--- src/logic/spm_regs.svh ---
// timing counts, command codes and field positions for the init controller
`ifndef SPM_REGS_SVH
`define SPM_REGS_SVH
`define SPM_CLK_NS          20
`define SPM_CK_DIV          2
`define SPM_T_RST_HOLD_NS   200000
`define SPM_RST_HOLD_CYC    ((`SPM_T_RST_HOLD_NS + `SPM_CLK_NS - 1) / `SPM_CLK_NS)
`define SPM_T_CKE_WAIT_NS   500000
`define SPM_CKE_WAIT_CYC    (((`SPM_T_CKE_WAIT_NS + `SPM_CLK_NS - 1) / `SPM_CLK_NS) - `SPM_CK_DIV)
`define SPM_T_XPR_NS        170
`define SPM_XPR_CYC         ((`SPM_T_XPR_NS + `SPM_CLK_NS - 1) / `SPM_CLK_NS)
`define SPM_MRD_CK          4
`define SPM_MRD_CYC         (`SPM_MRD_CK * `SPM_CK_DIV)
`define SPM_MOD_CK          12
`define SPM_MOD_CYC         (`SPM_MOD_CK * `SPM_CK_DIV)
`define SPM_T_XPDLL_NS      24
`define SPM_XPDLL_CYC       ((`SPM_T_XPDLL_NS + `SPM_CLK_NS - 1) / `SPM_CLK_NS)
`define SPM_DLLK_CK         512
`define SPM_DLLK_CYC        (`SPM_DLLK_CK * `SPM_CK_DIV)
`define SPM_ZQINIT_CK       512
`define SPM_ZQINIT_CYC      (`SPM_ZQINIT_CK * `SPM_CK_DIV)
`define SPM_T_RP_NS         14
`define SPM_RP_CYC          ((`SPM_T_RP_NS + `SPM_CLK_NS - 1) / `SPM_CLK_NS)
`define SPM_CMD_NOP         4'h7
`define SPM_CMD_MRS         4'h0
`define SPM_CMD_PREA        4'h2
`define SPM_CMD_LONG_IMPEDANCE_CALIBRATION        4'h6
`define SPM_AP_BIT          10
`define SPM_MR0_DLL_RST_BIT 8
`define SPM_MR1_DLL_DIS_BIT 0
`define SPM_BA_MR0          3'h0
`define SPM_BA_MR1          3'h1
`define SPM_BA_MR2          3'h2
`define SPM_BA_MR3          3'h3
`endif

--- src/logic/spm_pkg.sv ---
// types shared by the init controller and its timer
package spm_pkg;
  typedef enum {ST_PWR, ST_RST_HOLD, ST_CKE_WAIT, ST_XPR, ST_MRS, ST_MRD, ST_MOD,
                ST_LONG_IMPEDANCE_CALIBRATION, ST_CAL, ST_READY, ST_PREA, ST_VSW} spm_state_t;
  typedef logic [2:0]  spm_bank_t;
  typedef logic [15:0] spm_addr_t;
  typedef logic [23:0] spm_cnt_t;
  typedef logic [3:0]  spm_cmd_t;
endpackage

--- src/logic/spm_timer.sv ---
// down counter: done once the loaded number of clocks has passed
`timescale 1ns/100ps
module spm_timer (
  input  wire logic          clk,
  input  wire logic          reset_n,
  input  wire logic          load,
  input  wire spm_pkg::spm_cnt_t value,
  output logic               done
);
  import spm_pkg::*;
  spm_cnt_t count;

  // saturates at zero so done stays up until the next load
  always_ff @(posedge clk) begin
    if (!reset_n) begin
      count <= 24'h00_0000;
    end else if (load) begin
      count <= value;
    end else if (count != 24'h00_0000) begin
      count <= count - 24'h00_0001;
    end
  end

  assign done = (count == 24'h00_0000);
endmodule

--- src/logic/spm_init_ctrl.sv ---
// power-up, voltage switch and mode load sequencer driving the dram pins
// Behaviour
// - hold chip reset 200us after stable power
// - clock enable low before reset release
// - wait 500us less one clock, enable low
// - raise enable on clock; only no-ops follow
// - clock runs five cycles before enable
// - termination low before enable registered high
// - enable stays high through initialization
// - first mode load targets register two
// - then registers three, one, zero with dll reset
// - allow 512 clocks for dll lock
// - long calibration; ready after both waits
// - precharge, only no-ops while supply changes
// - reload dll and calibrate after voltage change
// - only no-ops between mode loads and calibration
// - every mode load carries full register value
// - mode load only with banks idle
// - mode-to-mode interval between mode loads
// - only no-ops until mode update interval
// - enable high through mode-to-powerdown interval
// - latency change waits the longer of mode update and dll-off exit
// - termination low until mode update interval
`timescale 1ns/100ps
`include "spm_regs.svh"
module spm_init_ctrl #(
  parameter int RST_HOLD_CYC = `SPM_RST_HOLD_CYC,
  parameter int CKE_WAIT_CYC = `SPM_CKE_WAIT_CYC
) (
  input  wire logic               clk,
  input  wire logic               reset_n,
  input  wire logic               power_stable,
  input  wire logic               vsw_req,
  input  wire logic               vsw_stable,
  input  wire spm_pkg::spm_addr_t mode_register_zero,
  input  wire spm_pkg::spm_addr_t mode_register_one,
  input  wire spm_pkg::spm_addr_t mode_register_two,
  input  wire spm_pkg::spm_addr_t mode_register_three,
  output logic                    ddr_ck,
  output logic                    ddr_reset_n,
  output logic                    ddr_cke,
  output logic                    termination_control,
  output logic                    ddr_cs_n,
  output logic                    ddr_ras_n,
  output logic                    ddr_cas_n,
  output logic                    ddr_we_n,
  output spm_pkg::spm_bank_t      ddr_ba,
  output spm_pkg::spm_addr_t      ddr_addr,
  output logic                    init_done,
  output logic                    vsw_grant
);
  import spm_pkg::*;

  localparam int MOD_XP_CYC = (`SPM_MOD_CYC > `SPM_XPDLL_CYC) ? `SPM_MOD_CYC
                                                               : `SPM_XPDLL_CYC;

  spm_state_t state;
  logic [1:0] async_in;
  logic [1:0] meta;
  logic [1:0] sync;
  logic       ps_sync;
  logic       vs_sync;
  logic       tmr_load;
  spm_cnt_t   tmr_val;
  logic       tmr_done;
  logic       dll_load;
  logic       dll_done;
  logic [1:0] mr_idx;
  spm_bank_t  mr_ba;
  spm_addr_t  mr_val;
  logic [3:0] cl_last;
  logic       cl_valid;
  logic [3:0] cl_new;
  logic       vsw_pend;
  spm_cmd_t   cmd;

  // both pins come from outside the clock domain
  assign async_in = {vsw_stable, power_stable};
  genvar gi;
  generate
    for (gi = 0; gi < 2; gi++) begin : g_sync
      always_ff @(posedge clk) begin
        if (!reset_n) begin
          meta[gi] <= 1'b0;
          sync[gi] <= 1'b0;
        end else begin
          meta[gi] <= async_in[gi];
          sync[gi] <= meta[gi];
        end
      end
    end
  endgenerate
  assign ps_sync = sync[0];
  assign vs_sync = sync[1];

  // dram clock is clk halved and free running from reset on
  always_ff @(posedge clk) begin
    if (!reset_n) begin
      ddr_ck <= 1'b0;
    end else begin
      ddr_ck <= ~ddr_ck;
    end
  end

  // shared interval timer and a separate dll lock timer
  spm_timer u_tmr (
    .clk     (clk),
    .reset_n (reset_n),
    .load    (tmr_load),
    .value   (tmr_val),
    .done    (tmr_done)
  );
  spm_timer u_dll (
    .clk     (clk),
    .reset_n (reset_n),
    .load    (dll_load),
    .value   (spm_cnt_t'(`SPM_DLLK_CYC)),
    .done    (dll_done)
  );

  // load order is two, three, one, zero with forced dll bits
  always_comb begin
    mr_ba  = `SPM_BA_MR2;
    mr_val = mode_register_two;
    case (mr_idx)
      2'd0: begin
        mr_ba  = `SPM_BA_MR2;
        mr_val = mode_register_two;
      end
      2'd1: begin
        mr_ba  = `SPM_BA_MR3;
        mr_val = mode_register_three;
      end
      2'd2: begin
        mr_ba  = `SPM_BA_MR1;
        mr_val = mode_register_one;
        mr_val[`SPM_MR1_DLL_DIS_BIT] = 1'b0; // dll enabled
      end
      default: begin
        mr_ba  = `SPM_BA_MR0;
        mr_val = mode_register_zero;
        mr_val[`SPM_MR0_DLL_RST_BIT] = 1'b1; // dll reset request
      end
    endcase
  end
  assign cl_new = {mode_register_zero[6:4], mode_register_zero[2]};
  assign cmd    = {ddr_cs_n, ddr_ras_n, ddr_cas_n, ddr_we_n};

  // sequencer: acts while ck is high so pins change at its fall
  always_ff @(posedge clk) begin
    if (!reset_n) begin
      state               <= ST_PWR;
      ddr_reset_n         <= 1'b0;
      ddr_cke             <= 1'b0;
      termination_control <= 1'b0;
      {ddr_cs_n, ddr_ras_n, ddr_cas_n, ddr_we_n} <= `SPM_CMD_NOP;
      ddr_ba              <= 3'h0;
      ddr_addr            <= 16'h0000;
      tmr_load            <= 1'b0;
      tmr_val             <= 24'h00_0000;
      dll_load            <= 1'b0;
      mr_idx              <= 2'd0;
      cl_last             <= 4'h0;
      cl_valid            <= 1'b0;
      init_done           <= 1'b0;
      vsw_grant           <= 1'b0;
      vsw_pend            <= 1'b0;
    end else begin
      tmr_load <= 1'b0;
      dll_load <= 1'b0;
      if (ddr_ck) begin
        {ddr_cs_n, ddr_ras_n, ddr_cas_n, ddr_we_n} <= `SPM_CMD_NOP;
        case (state)
          ST_PWR: begin
            if (ps_sync) begin
              tmr_load <= 1'b1;
              tmr_val  <= spm_cnt_t'(RST_HOLD_CYC);
              state    <= ST_RST_HOLD;
            end
          end
          ST_RST_HOLD: begin
            if (tmr_done) begin
              ddr_reset_n <= 1'b1;
              tmr_load    <= 1'b1;
              tmr_val     <= spm_cnt_t'(CKE_WAIT_CYC);
              state       <= ST_CKE_WAIT;
            end
          end
          ST_CKE_WAIT: begin
            if (tmr_done) begin
              ddr_cke  <= 1'b1; // never lowered again
              tmr_load <= 1'b1;
              tmr_val  <= spm_cnt_t'(`SPM_XPR_CYC);
              mr_idx   <= 2'd0;
              state    <= ST_XPR;
            end
          end
          ST_XPR: begin
            if (tmr_done) begin
              state <= ST_MRS;
            end
          end
          ST_MRS: begin
            // banks are idle here: after reset or after precharge all
            {ddr_cs_n, ddr_ras_n, ddr_cas_n, ddr_we_n} <= `SPM_CMD_MRS;
            ddr_ba   <= mr_ba;
            ddr_addr <= mr_val;
            tmr_load <= 1'b1;
            mr_idx   <= mr_idx + 2'd1;
            if (mr_idx == 2'd3) begin
              dll_load <= 1'b1;
              cl_last  <= cl_new;
              cl_valid <= 1'b1;
              if (cl_valid && cl_last != cl_new) begin
                tmr_val <= spm_cnt_t'(MOD_XP_CYC);
              end else begin
                tmr_val <= spm_cnt_t'(`SPM_MOD_CYC);
              end
              state <= ST_MOD;
            end else begin
              tmr_val <= spm_cnt_t'(`SPM_MRD_CYC);
              state   <= ST_MRD;
            end
          end
          ST_MRD: begin
            if (tmr_done) begin
              state <= ST_MRS;
            end
          end
          ST_MOD: begin
            if (tmr_done) begin
              state <= ST_LONG_IMPEDANCE_CALIBRATION;
            end
          end
          ST_LONG_IMPEDANCE_CALIBRATION: begin
            {ddr_cs_n, ddr_ras_n, ddr_cas_n, ddr_we_n} <= `SPM_CMD_LONG_IMPEDANCE_CALIBRATION;
            ddr_addr <= 16'h0400;
            tmr_load <= 1'b1;
            tmr_val  <= spm_cnt_t'(`SPM_ZQINIT_CYC);
            state    <= ST_CAL;
          end
          ST_CAL: begin
            if (tmr_done && dll_done) begin
              init_done <= 1'b1;
              state     <= ST_READY;
            end
          end
          ST_READY: begin
            if (vsw_pend) begin
              vsw_pend  <= 1'b0;
              init_done <= 1'b0;
              {ddr_cs_n, ddr_ras_n, ddr_cas_n, ddr_we_n} <= `SPM_CMD_PREA;
              ddr_addr  <= 16'h0400;
              tmr_load  <= 1'b1;
              tmr_val   <= spm_cnt_t'(`SPM_RP_CYC);
              state     <= ST_PREA;
            end
          end
          ST_PREA: begin
            if (tmr_done) begin
              vsw_grant <= 1'b1;
              state     <= ST_VSW;
            end
          end
          ST_VSW: begin
            // only no-ops until the supply reports stable again
            if (vs_sync) begin
              vsw_grant <= 1'b0;
              mr_idx    <= 2'd0;
              state     <= ST_MRS;
            end
          end
          default: begin
            state <= ST_PWR;
          end
        endcase
      end
      // a request in the cycle it is taken still counts
      if (vsw_req) begin
        vsw_pend <= 1'b1;
      end
    end
  end

  // checking aids: counters of elapsed clocks
  logic     is_mrs;
  logic     is_nop;
  spm_cnt_t rst_low_cnt;
  spm_cnt_t rst_high_cnt;
  spm_cnt_t since_mrs;
  assign is_mrs = (cmd == `SPM_CMD_MRS);
  assign is_nop = (cmd == `SPM_CMD_NOP);

  always_ff @(posedge clk) begin
    if (!reset_n) begin
      rst_low_cnt  <= 24'h00_0000;
      rst_high_cnt <= 24'h00_0000;
      since_mrs    <= 24'hFF_FFFF;
    end else begin
      if (ps_sync && !ddr_reset_n && rst_low_cnt != 24'hFF_FFFF) begin
        rst_low_cnt <= rst_low_cnt + 24'h00_0001;
      end
      if (ddr_reset_n && !ddr_cke && rst_high_cnt != 24'hFF_FFFF) begin
        rst_high_cnt <= rst_high_cnt + 24'h00_0001;
      end
      if (is_mrs) begin
        since_mrs <= 24'h00_0000;
      end else if (since_mrs != 24'hFF_FFFF) begin
        since_mrs <= since_mrs + 24'h00_0001;
      end
    end
  end
endmodule

--- config.mk ---
export PLATFORM = sky130hd
export DESIGN_NAME = spm_init_ctrl
export DESIGN_NICKNAME = d
export VERILOG_FILES = /design/src/logic/spm_pkg.sv /design/src/logic/spm_timer.sv /design/src/logic/spm_init_ctrl.sv
export VERILOG_INCLUDE_DIRS = /design/src /design/src/logic
export SDC_FILE = /design/constraint.sdc
export NUM_CORES = 1
export LEC_CHECK = 0
export ABC_AREA = 1
export BUFFER_PORTS_ARGS = -buffer_cell sky130_fd_sc_hd__buf_2
export CELL_PAD_IN_SITES_DETAIL_PLACEMENT = 1
export CELL_PAD_IN_SITES_GLOBAL_PLACEMENT = 1
export CORE_ASPECT_RATIO = 1.25
export CORE_MARGIN = 2
export CORE_UTILIZATION = 43
export DETAILED_ROUTE_END_ITERATION = 8
export PLACE_DENSITY_LB_ADDON = 0.1
export SLEW_MARGIN = 10
export SYNTH_ARGS = -nofsm -noshare
export SYNTH_HDL_FRONTEND = slang
export SYNTH_HIERARCHICAL = 1
export SYNTH_SLANG_ARGS = --single-unit
--- constraint.sdc ---
create_clock -name clk -period 4.5 [get_ports clk]
set_clock_uncertainty 0.2 [all_clocks]
set_input_delay 0.675 -clock clk [delete_from_list [all_inputs] [get_ports clk]]
set_output_delay 0.675 -clock clk [all_outputs]
set_load 0.05 [all_outputs]
# [After elaboration in Yosys (flattened, before gate mapping)]
# Index checks and enable logic that the tools add are counted.
[totals] in_bits=69 reg_bits=140 out_inout_bits=29 elab_cells=129
[classes] eq_ne=23 n_addsub=3 reduce_logical=32 n_bitwise=2 n_mux=46
[ops] cell="32-bit one-hot mux with 11 select lines" count=1
[ops] cell="32-bit two-way mux" count=9
[ops] cell="24-bit two-way mux" count=6
[ops] cell="24-bit one-hot mux with 6 select lines" count=1
[ops] cell="32-bit by 3-bit equality test with 1-bit output, second input constant" count=4
[ops] cell="32-bit by 4-bit equality test with 1-bit output, second input constant" count=4
[ops] cell="16-bit one-hot mux with 3 select lines" count=2
[ops] cell="32-bit by 2-bit equality test with 1-bit output, second input constant" count=2
[ops] cell="24-bit zero test" count=2
[ops] cell="24-bit nonzero test" count=2
[ops] cell="24-bit by 1-bit subtractor with 24-bit output, second input constant" count=2
[ops] cell="32-bit by 1-bit equality test with 1-bit output, second input constant" count=1
[ops] cell="32-bit zero test" count=1
[ops] cell="11-bit two-way mux" count=2
[ops] cell="16-bit two-way mux" count=1
[ops] cell="2-bit inequality test, second input constant" count=8
[ops] cell="1-bit two-way mux" count=13
[ops] cell="2-bit one-hot mux with 3 select lines" count=2
[ops] cell="3-bit AND reduction" count=4
[ops] cell="4-bit AND reduction" count=3
[ops] cell="2-bit nonzero test" count=6
[ops] cell="10-bit AND reduction" count=1
[ops] cell="1-bit one-hot mux with 2 select lines" count=4
[ops] cell="2-bit OR reduction" count=4
[ops] cell="other kinds (14)" count=21

# [Longest topological paths before layout]
# Gate-level depths: netlist (run 1).
[depth] word_depth=4 ltp_mapped=14 ltp_nobuf=14

# [Hierarchy]
# Netlist (run 1), hierarchy kept.
[modules_own_cells] module="spm_init_ctrl" instances=1 area_each_um2=2498.6 seq_area_each_um2=920.9 cells_each=380
[modules_own_cells] module="spm_timer at u_tmr" instances=1 area_each_um2=1791.7 seq_area_each_um2=480.5 cells_each=279
[modules_own_cells] module="spm_timer at u_dll" instances=1 area_each_um2=1774.2 seq_area_each_um2=480.5 cells_each=277

# [Worst setup path after synthesis (run 1)]
# Ideal clock, no wire load.
[synth_path] path_kind="flip-flop to flip-flop" startpoint="register u_tmr.count[0]" endpoint="register state[0]" arrival_ns=1.607 required_ns=4.187 period_less_slack_ns=1.921 path_slack_ns=2.579 path_buffers=0 setup_time_ns=0.113 stages_incl_launch_ff=14 path_cell_list="dfxtp_1 -> inv_1 -> ha_1 -> nand3_1 -> nor2_2 -> nand3_4 -> inv_1 -> inv_1 -> nand3_1 -> nand3_1 -> nor2_1 -> nand2_1 -> nor2_1 -> nor2_1"
[synth_via] elab_chain_cells=4 word_cells_on_any_way=9 classes_between="eq/ne (6); reduce/logical (3)"
[synth_lines] element="from (decl)" line_no="spm_timer.sv:11" rtl="spm_cnt_t count;"
[synth_lines] element="from (signal assigned)" line_no="spm_timer.sv:18" rtl="count <= value;"
[synth_lines] element="from (signal assigned)" line_no="spm_timer.sv:20" rtl="count <= count - 24'h00_0001;"
[synth_lines] element="24-bit zero test (*)" line_no="spm_timer.sv:24" rtl="assign done = (count == 24'h00_0000);"
[synth_lines] element="net tmr_done" line_no="spm_init_ctrl.sv:65" rtl="logic tmr_done;"
[synth_lines] element="1-bit logical AND" line_no="spm_init_ctrl.sv:243" rtl="if (tmr_done && dll_done) begin"
[synth_lines] element="2-bit inequality test (no source line)"
[synth_lines] element="10-bit AND reduction (no source line) (*)"
[synth_lines] element="to (signal assigned)" line_no="spm_init_ctrl.sv:240" rtl="state <= ST_CAL;"
[synth_lines] element="to (signal assigned)" line_no="spm_init_ctrl.sv:245" rtl="state <= ST_READY;"
[synth_lines] element="to (signal assigned)" line_no="spm_init_ctrl.sv:256" rtl="state <= ST_PREA;"
[synth_lines] element="to (decl)" line_no="spm_init_ctrl.sv:57" rtl="spm_state_t state;"
# Mark *: on every way through the listed nets, which the timed path passes. The rest lies on a longest branch.
# A chain may end at the register's enable or synchronous reset.

# [Worst setup path after layout (run 1)]
[layout_path] startpoint="register u_tmr.count[0]" endpoint="register state[1]"
# The elaborated chain is that of the path after synthesis.

==> flow_summary.yaml, run 1 <==
timing:
  fin_crit_sh_pct: 51.29
  post-route-min-period_ns: 2.308
  hold_viol_final: 0
  report.final.slew_viol_count: 0
  rsz0062_at_grt: "false"
  setup_violations: 0
  relSlewSlack_pct: 37.67
  fin_setup_tns_ns: 0
  worst_pin_slew_ns: 0.9337
  fmaxAchievable_mhz: 433.3
floorplan:
  core_mm2: 0.01381
  die_x_um: 110.2
  die_h_um: 136.8
  dieArea_mm2: 0.01508
  initial_utilization_pct: 43.90
  pin_count: 98
  rows: 48
synth:
  synth.avg_cell_area_um2: 6.479
  yosysWarnings: 6
  ys_seq_area_share_pct: 31.03
  synth_common_cells: "nand2_1 (233), nor2_1 (165), dfxtp_1 (94), inv_1 (81), nand3_1 (50)"
  synthCells: 936
  netlist.area_leader.share_pct: 31.03
  synth-seq-cells: 94
  synth-main-ff-cell: "dfxtp_1"
  async_flop_share_pct: 0
  synth_area_mm2: 0.006065
  yosys.area.top_type: "dfxtp_1"
  synth-edff-count: 0
  ys_types: 41
  netlist_top_cells_area: "dfxtp_1 (31%), nand2_1 (14%), nor2_1 (10%)"
  yosysMostFrequentCell: "nand2_1"
critical_path:
  cp-end-kind: "flip-flop"
  cp_data_arrival_time_ns: 2.41
  critPathMaxFanout: 8
  startpoint_type: "flip-flop"
  crit_type: "flip-flop to flip-flop"
  crit_required_ns: 4.60
job:
  drv_cap: 0
clock_network:
  numClockSinks: 94
  cts_buffers: 9
  clock-root-buffer: "clkbuf_16"
  cts_resized: 0
  postCtsHoldBufs: 0
  clockBufferDepth: 2
  cts_tree: "built"
  post_cts_buffers: 0
  cts_max_level: 3
  path_clk_slew_ns: 0.08
  clock_latency_ns: 0.36
power:
  leakage_uw: 0.003416
  ir_drop_v: 0.0002920
  power_per_cell_area_mw_per_mm2: 782.7
global_route:
  grt-ovfl-total: 0
  antenna_found_initial: 0
  grtUsageMet2_pct: 43.80
  grt_first_pass_wirelength_mm: 29.33
  top_usage_layer: "met2"
  track_usage_pct: 24.32
  grt_pass1_vias: 6222
  grtUsageMet3_pct: 3.952
  grt_max_degree: 30
  grt_use_met1_pct: 29.70
drt:
  drtPass1Iterations: 4
  ant_nets: 0
  vias: 6207
  avgViaCountPerCell: 5.075
  drc: 0
  wl_mm: 17.51
  drt_iter0_drc: 205
  wire_per_inst_um: 14.31
placement:
  dpl.hpwl_mm: 13.24
  portBuffers: 92
  place.gp.congestion: 0.8730
layout:
  synthToLayoutAreaGrowth_pct: 15.89
  drive_gt1_share_pct: 20.61
  nets: 1120
  antennaDiodeCount: 0
  postLayoutCoreUtil_pct: 50.88
min_path:
  hp-class: "flip-flop to flip-flop"
status:
  status: "finished clean"
-- final timing paths --
path,to,start,cells after the start,slack [ns]
max,state[1],u_tmr/count[0],14,2.19
min reg2reg,vs_sync,meta[1],2,0.22
max reg2reg,state[1],u_tmr/count[0],14,2.19
min,vs_sync,meta[1],2,0.22
-- layout make-up --
type / instances / area (um^2)
well taps: 175 / 219.0
inverters: 89 / 340.3
fillers: 1933 / 6785
clock inverters: 7 / 103.9
clock buffers: 9 / 225.2
flip-flops and latches: 94 / 1882
multi-input cells: 755 / 3782
repair buffers: 94 / 475.5
-- sequential cells by signal (all words and copies together) (netlist names) --
register,cells
ddr_cke,1
ddr_addr,16
ddr_ba,2
vs_sync,1
tmr_val,7
mr_idx,2
u_tmr/count,24
u_dll/count,24
vsw_pend,1
tmr_load,1
vsw_grant,1
meta,2
ddr_cas_n,1
dll_load,1
ddr_ras_n,1
ps_sync,1
ddr_reset_n,1
init_done,1
ddr_we_n,1
ddr_ck,1
state,4
-- layout by cell type (no fill, tap or decap), drive strengths merged, types with 2 or more instances in the layout --
cell	n
nand4	23
nand2	272
ha	8
dfxtp	94
clkinv	2
inv	91
xor2	9
xnor2	4
a221oi	13
o21ai	53
nand3b	2
conb	39
o221ai	3
bufinv	2
buf	94
clkbuf	9
a21oi	49
nor3	6
o21a	6
o211ai	3
nand3	52
nor2	208
-- layer usage --
| metal | share of wire, % | wire (um) | vias to the layer above |
|---|---|---|---|
| met2 | 51 | 8888 | 95 |
| met1 | 45 | 7836 | 2924 |
| met5 | 0 | 0 | - |
| met3 | 3.2 | 567 | 17 |
| met4 | 1.2 | 212 | 0 |
| li1 | - | - | 3171 |
-- metrics by stage --
step,instance area [um^2],power [uW],hold slack [ns],cells,setup WS [ns]
after floorplan,6203,3972,0.1905,973,2.579
after global placement,6699,4552,0.1950,1207,2.193
after detailed placement,6699,4638,0.2070,1207,2.178
after CTS,7028,5536,0.2262,1223,2.166
after global routing,7028,6021,0.2375,1223,1.910
final,7028,5501,0.2218,1223,2.192
-- cell families after synthesis --
logic type,count (synthesis),share of synthesized area [%]
other cells,2,0.1238
compound gates,130,13.12
simple gates,565,43.30
xor+xnor,13,1.877
buf+inv,124,8.892
flops,94,31.03
fa+ha+maj,8,1.651
-- where the power goes --
part / total, uW / leakage, uW / internal (uW) / switching [uW]
logic: 3270 / 0.00249 / 1070 / 2200
registers: 1360 / 0.000767 / 1090 / 277
clock network: 869 / 0.000160 / 496 / 372
total: 5500 / 0.00342 / 2660 / 2840
-- critical path, cell delays in order, from the launching register on --
cell and delay, ns:
dfxtp_1 0.32, inv_1 0.11, ha_1 0.21, nand3_1 0.12
nor2_2 0.14, nand3_4 0.14, inv_1 0.16, inv_1 0.12
nand3_1 0.12, nand3_1 0.08, nor2_1 0.11, nand2_1 0.18
nand2_1 0.11, nand2_1 0.05, nor2_1 0.10
No activity file was read; power rests on OpenSTA's default activity.
==> run 2, diff against run 1 <==
Settings changed: CORE_UTILIZATION 43 to 40.
Clock period 4.5 ns to 2.4 ns, I/O delays scaled along.
==> run 2 against run 1 <==
  * Maximum frequency increased by 5.0%
  * Hold slack lost 0.19 ns
  * Final cell count grew 1.6%
  * Design area rose by 1.4%
  * Sequential power up 86%
  * Global-route usage down 1.2 points
  * Core utilization decreased by 3.0 points
  * Clock power rose by 76%
  * Critical path type unchanged
  * Largest cell class unchanged
  * Highest routed layer unchanged
==> flow_summary.yaml, run 2 (synthesis gave the netlist of run 1 again) <==
global_route:
  antenna_found_initial: 0
  grt_max_degree: 25
  grt-ovfl-total: 0
  grt_pass1_vias: 6433
  grt_first_pass_wirelength_mm: 30.35
  track_usage_pct: 23.10
drt:
  drtPass1Iterations: 4
  ant_nets: 0
  drt_iter0_drc: 181
  wire_per_inst_um: 14.60
  wl_mm: 18.15
  drc: 0
  avgViaCountPerCell: 5.007
  vias: 6224
floorplan:
  core_mm2: 0.01489
  dieArea_mm2: 0.01617
  die_h_um: 141.7
  die_x_um: 114.1
  rows: 50
  pin_count: 98
  initial_utilization_pct: 40.73
critical_path:
  crit_required_ns: 2.50
  critPathMaxFanout: 8
  startpoint_type: "flip-flop"
  cp-end-kind: "flip-flop"
  cp_data_arrival_time_ns: 2.29
  crit_type: "flip-flop to flip-flop"
min_path:
  hp-class: "primary input to flip-flop"
timing:
  fin_crit_sh_pct: 91.56
  report.final.slew_viol_count: 0
  fin_setup_tns_ns: 0
  relSlewSlack_pct: 56.75
  worst_pin_slew_ns: 0.6488
  post-route-min-period_ns: 2.197
  rsz0062_at_grt: "false"
  setup_ws_ns: 0.2026
  fmaxAchievable_mhz: 455.1
  hold_viol_final: 0
  setup_violations: 0
placement:
  dpl.hpwl_mm: 13.88
  portBuffers: 92
  post-place-ws_ns: 0.1248
  place.gp.congestion: 0.8868
  placedCellCount: 1225
clock_network:
  cts_tree: "built"
  clockBufferDepth: 2
  cts_buffers: 9
  clock_latency_ns: 0.36
  cts_max_level: 3
  clock-root-buffer: "clkbuf_16"
  numClockSinks: 94
  post_cts_buffers: 0
  path_clk_slew_ns: 0.08
layout:
  synthToLayoutAreaGrowth_pct: 17.54
  antennaDiodeCount: 0
  multi_input_area_mm2: 0.003787
  register_area_mm2: 0.001882
  reg_top3: "u_dll/count: 24 flops, u_tmr/count: 24 flops, ddr_addr: 16 flops"
  finalNonFillerCells: 1243
  layout_commonest_cell: "nand2_1"
  most-common-layout-cells: "nand2_1 (232), nor2_1 (165), dfxtp_1 (94)"
  nFillCells: 2065
  drive_gt1_share_pct: 21.68
  nets: 1133
status:
  status: "finished clean"
power:
  clkPwrFrac_pct: 14.9
  switching_share_pct: 52.08
  power.net_switching_uw: 5366
  power_uw: 10310
  leakage_uw: 0.003469
  seqPwrFrac_pct: 24.6
  ir_drop_v: 0.0004133
  p_int_uw: 4939
  power_per_cell_area_mw_per_mm2: 1446
  p_comb_share_pct: 60.5
job:
  drv_cap: 0
## run 2: through the flow
stage / hold WS [ns] / utilization [%] / instance area (um^2)
after global placement: 0.1980 / 45.61 / 6790
after detailed placement: 0.2090 / 45.61 / 6790
final: 0.03226 / 47.87 / 7128
after CTS: 0.01860 / 47.84 / 7123
after global routing: 0.04888 / 47.87 / 7128
after floorplan: 0.1905 / - / 6203
## run 2: cell type report
class / instances / area share [%]
clock buffers: 9 / 3.160
clock inverters: 7 / 1.229
well taps: 182 / 3.195
inverters: 89 / 4.774
repair buffers: 107 / 8.110
multi-input cells: 755 / 53.13
flip-flops and latches: 94 / 26.40
## run 2: path summary, 6_finish.rpt
check                      start        to  slack (ns)  cells past startpoint
setup / recovery  u_tmr/count[0]  state[3]        0.20                     14
hold / removal           vsw_req  vsw_pend        0.03                      3
setup reg to reg  u_tmr/count[0]  state[3]        0.20                     14
hold reg to reg          meta[1]   vs_sync        0.22                      2
## run 2: critical path: stages (launching register included)
cell     delay [ns]
dfxtp_1        0.32
inv_1          0.10
ha_2           0.22
nand3_1        0.09
nor2_2         0.13
nand3_4        0.10
inv_1          0.13
inv_1          0.12
nand3_1        0.11
nand3_1        0.09
nor2_1         0.13
nand2_2        0.14
nand2_1        0.10
nand2_1        0.05
nor2_1         0.09
## run 2: power by group through the flow
stage / logic, uW / registers, uW / clock network, uW
floorplan: 4800 / 2650 / 0
global placement: 6080 / 2550 / 0
detailed placement: 6220 / 2560 / 0
CTS: 6290 / 2530 / 1580
global route: 7040 / 2590 / 1640
finish: 6240 / 2530 / 1530
## run 2: layer usage
metal	GRT usage (%)	vias up	part of all wire, %
li1	-	3199	-
met1	27.89	2907	44
met2	41.98	103	51
met3	3.289	15	3.3
met4	7.253	0	1.3
met5	0	-	0
## run 2: timing repair
item | 4_1_cts | 5_1_grt
endpoints found under the setup margin | 0 | 4
hold endpoints to repair | 2 | 0
gates resized for setup | 0 | 3
hold buffers | 2 | 0
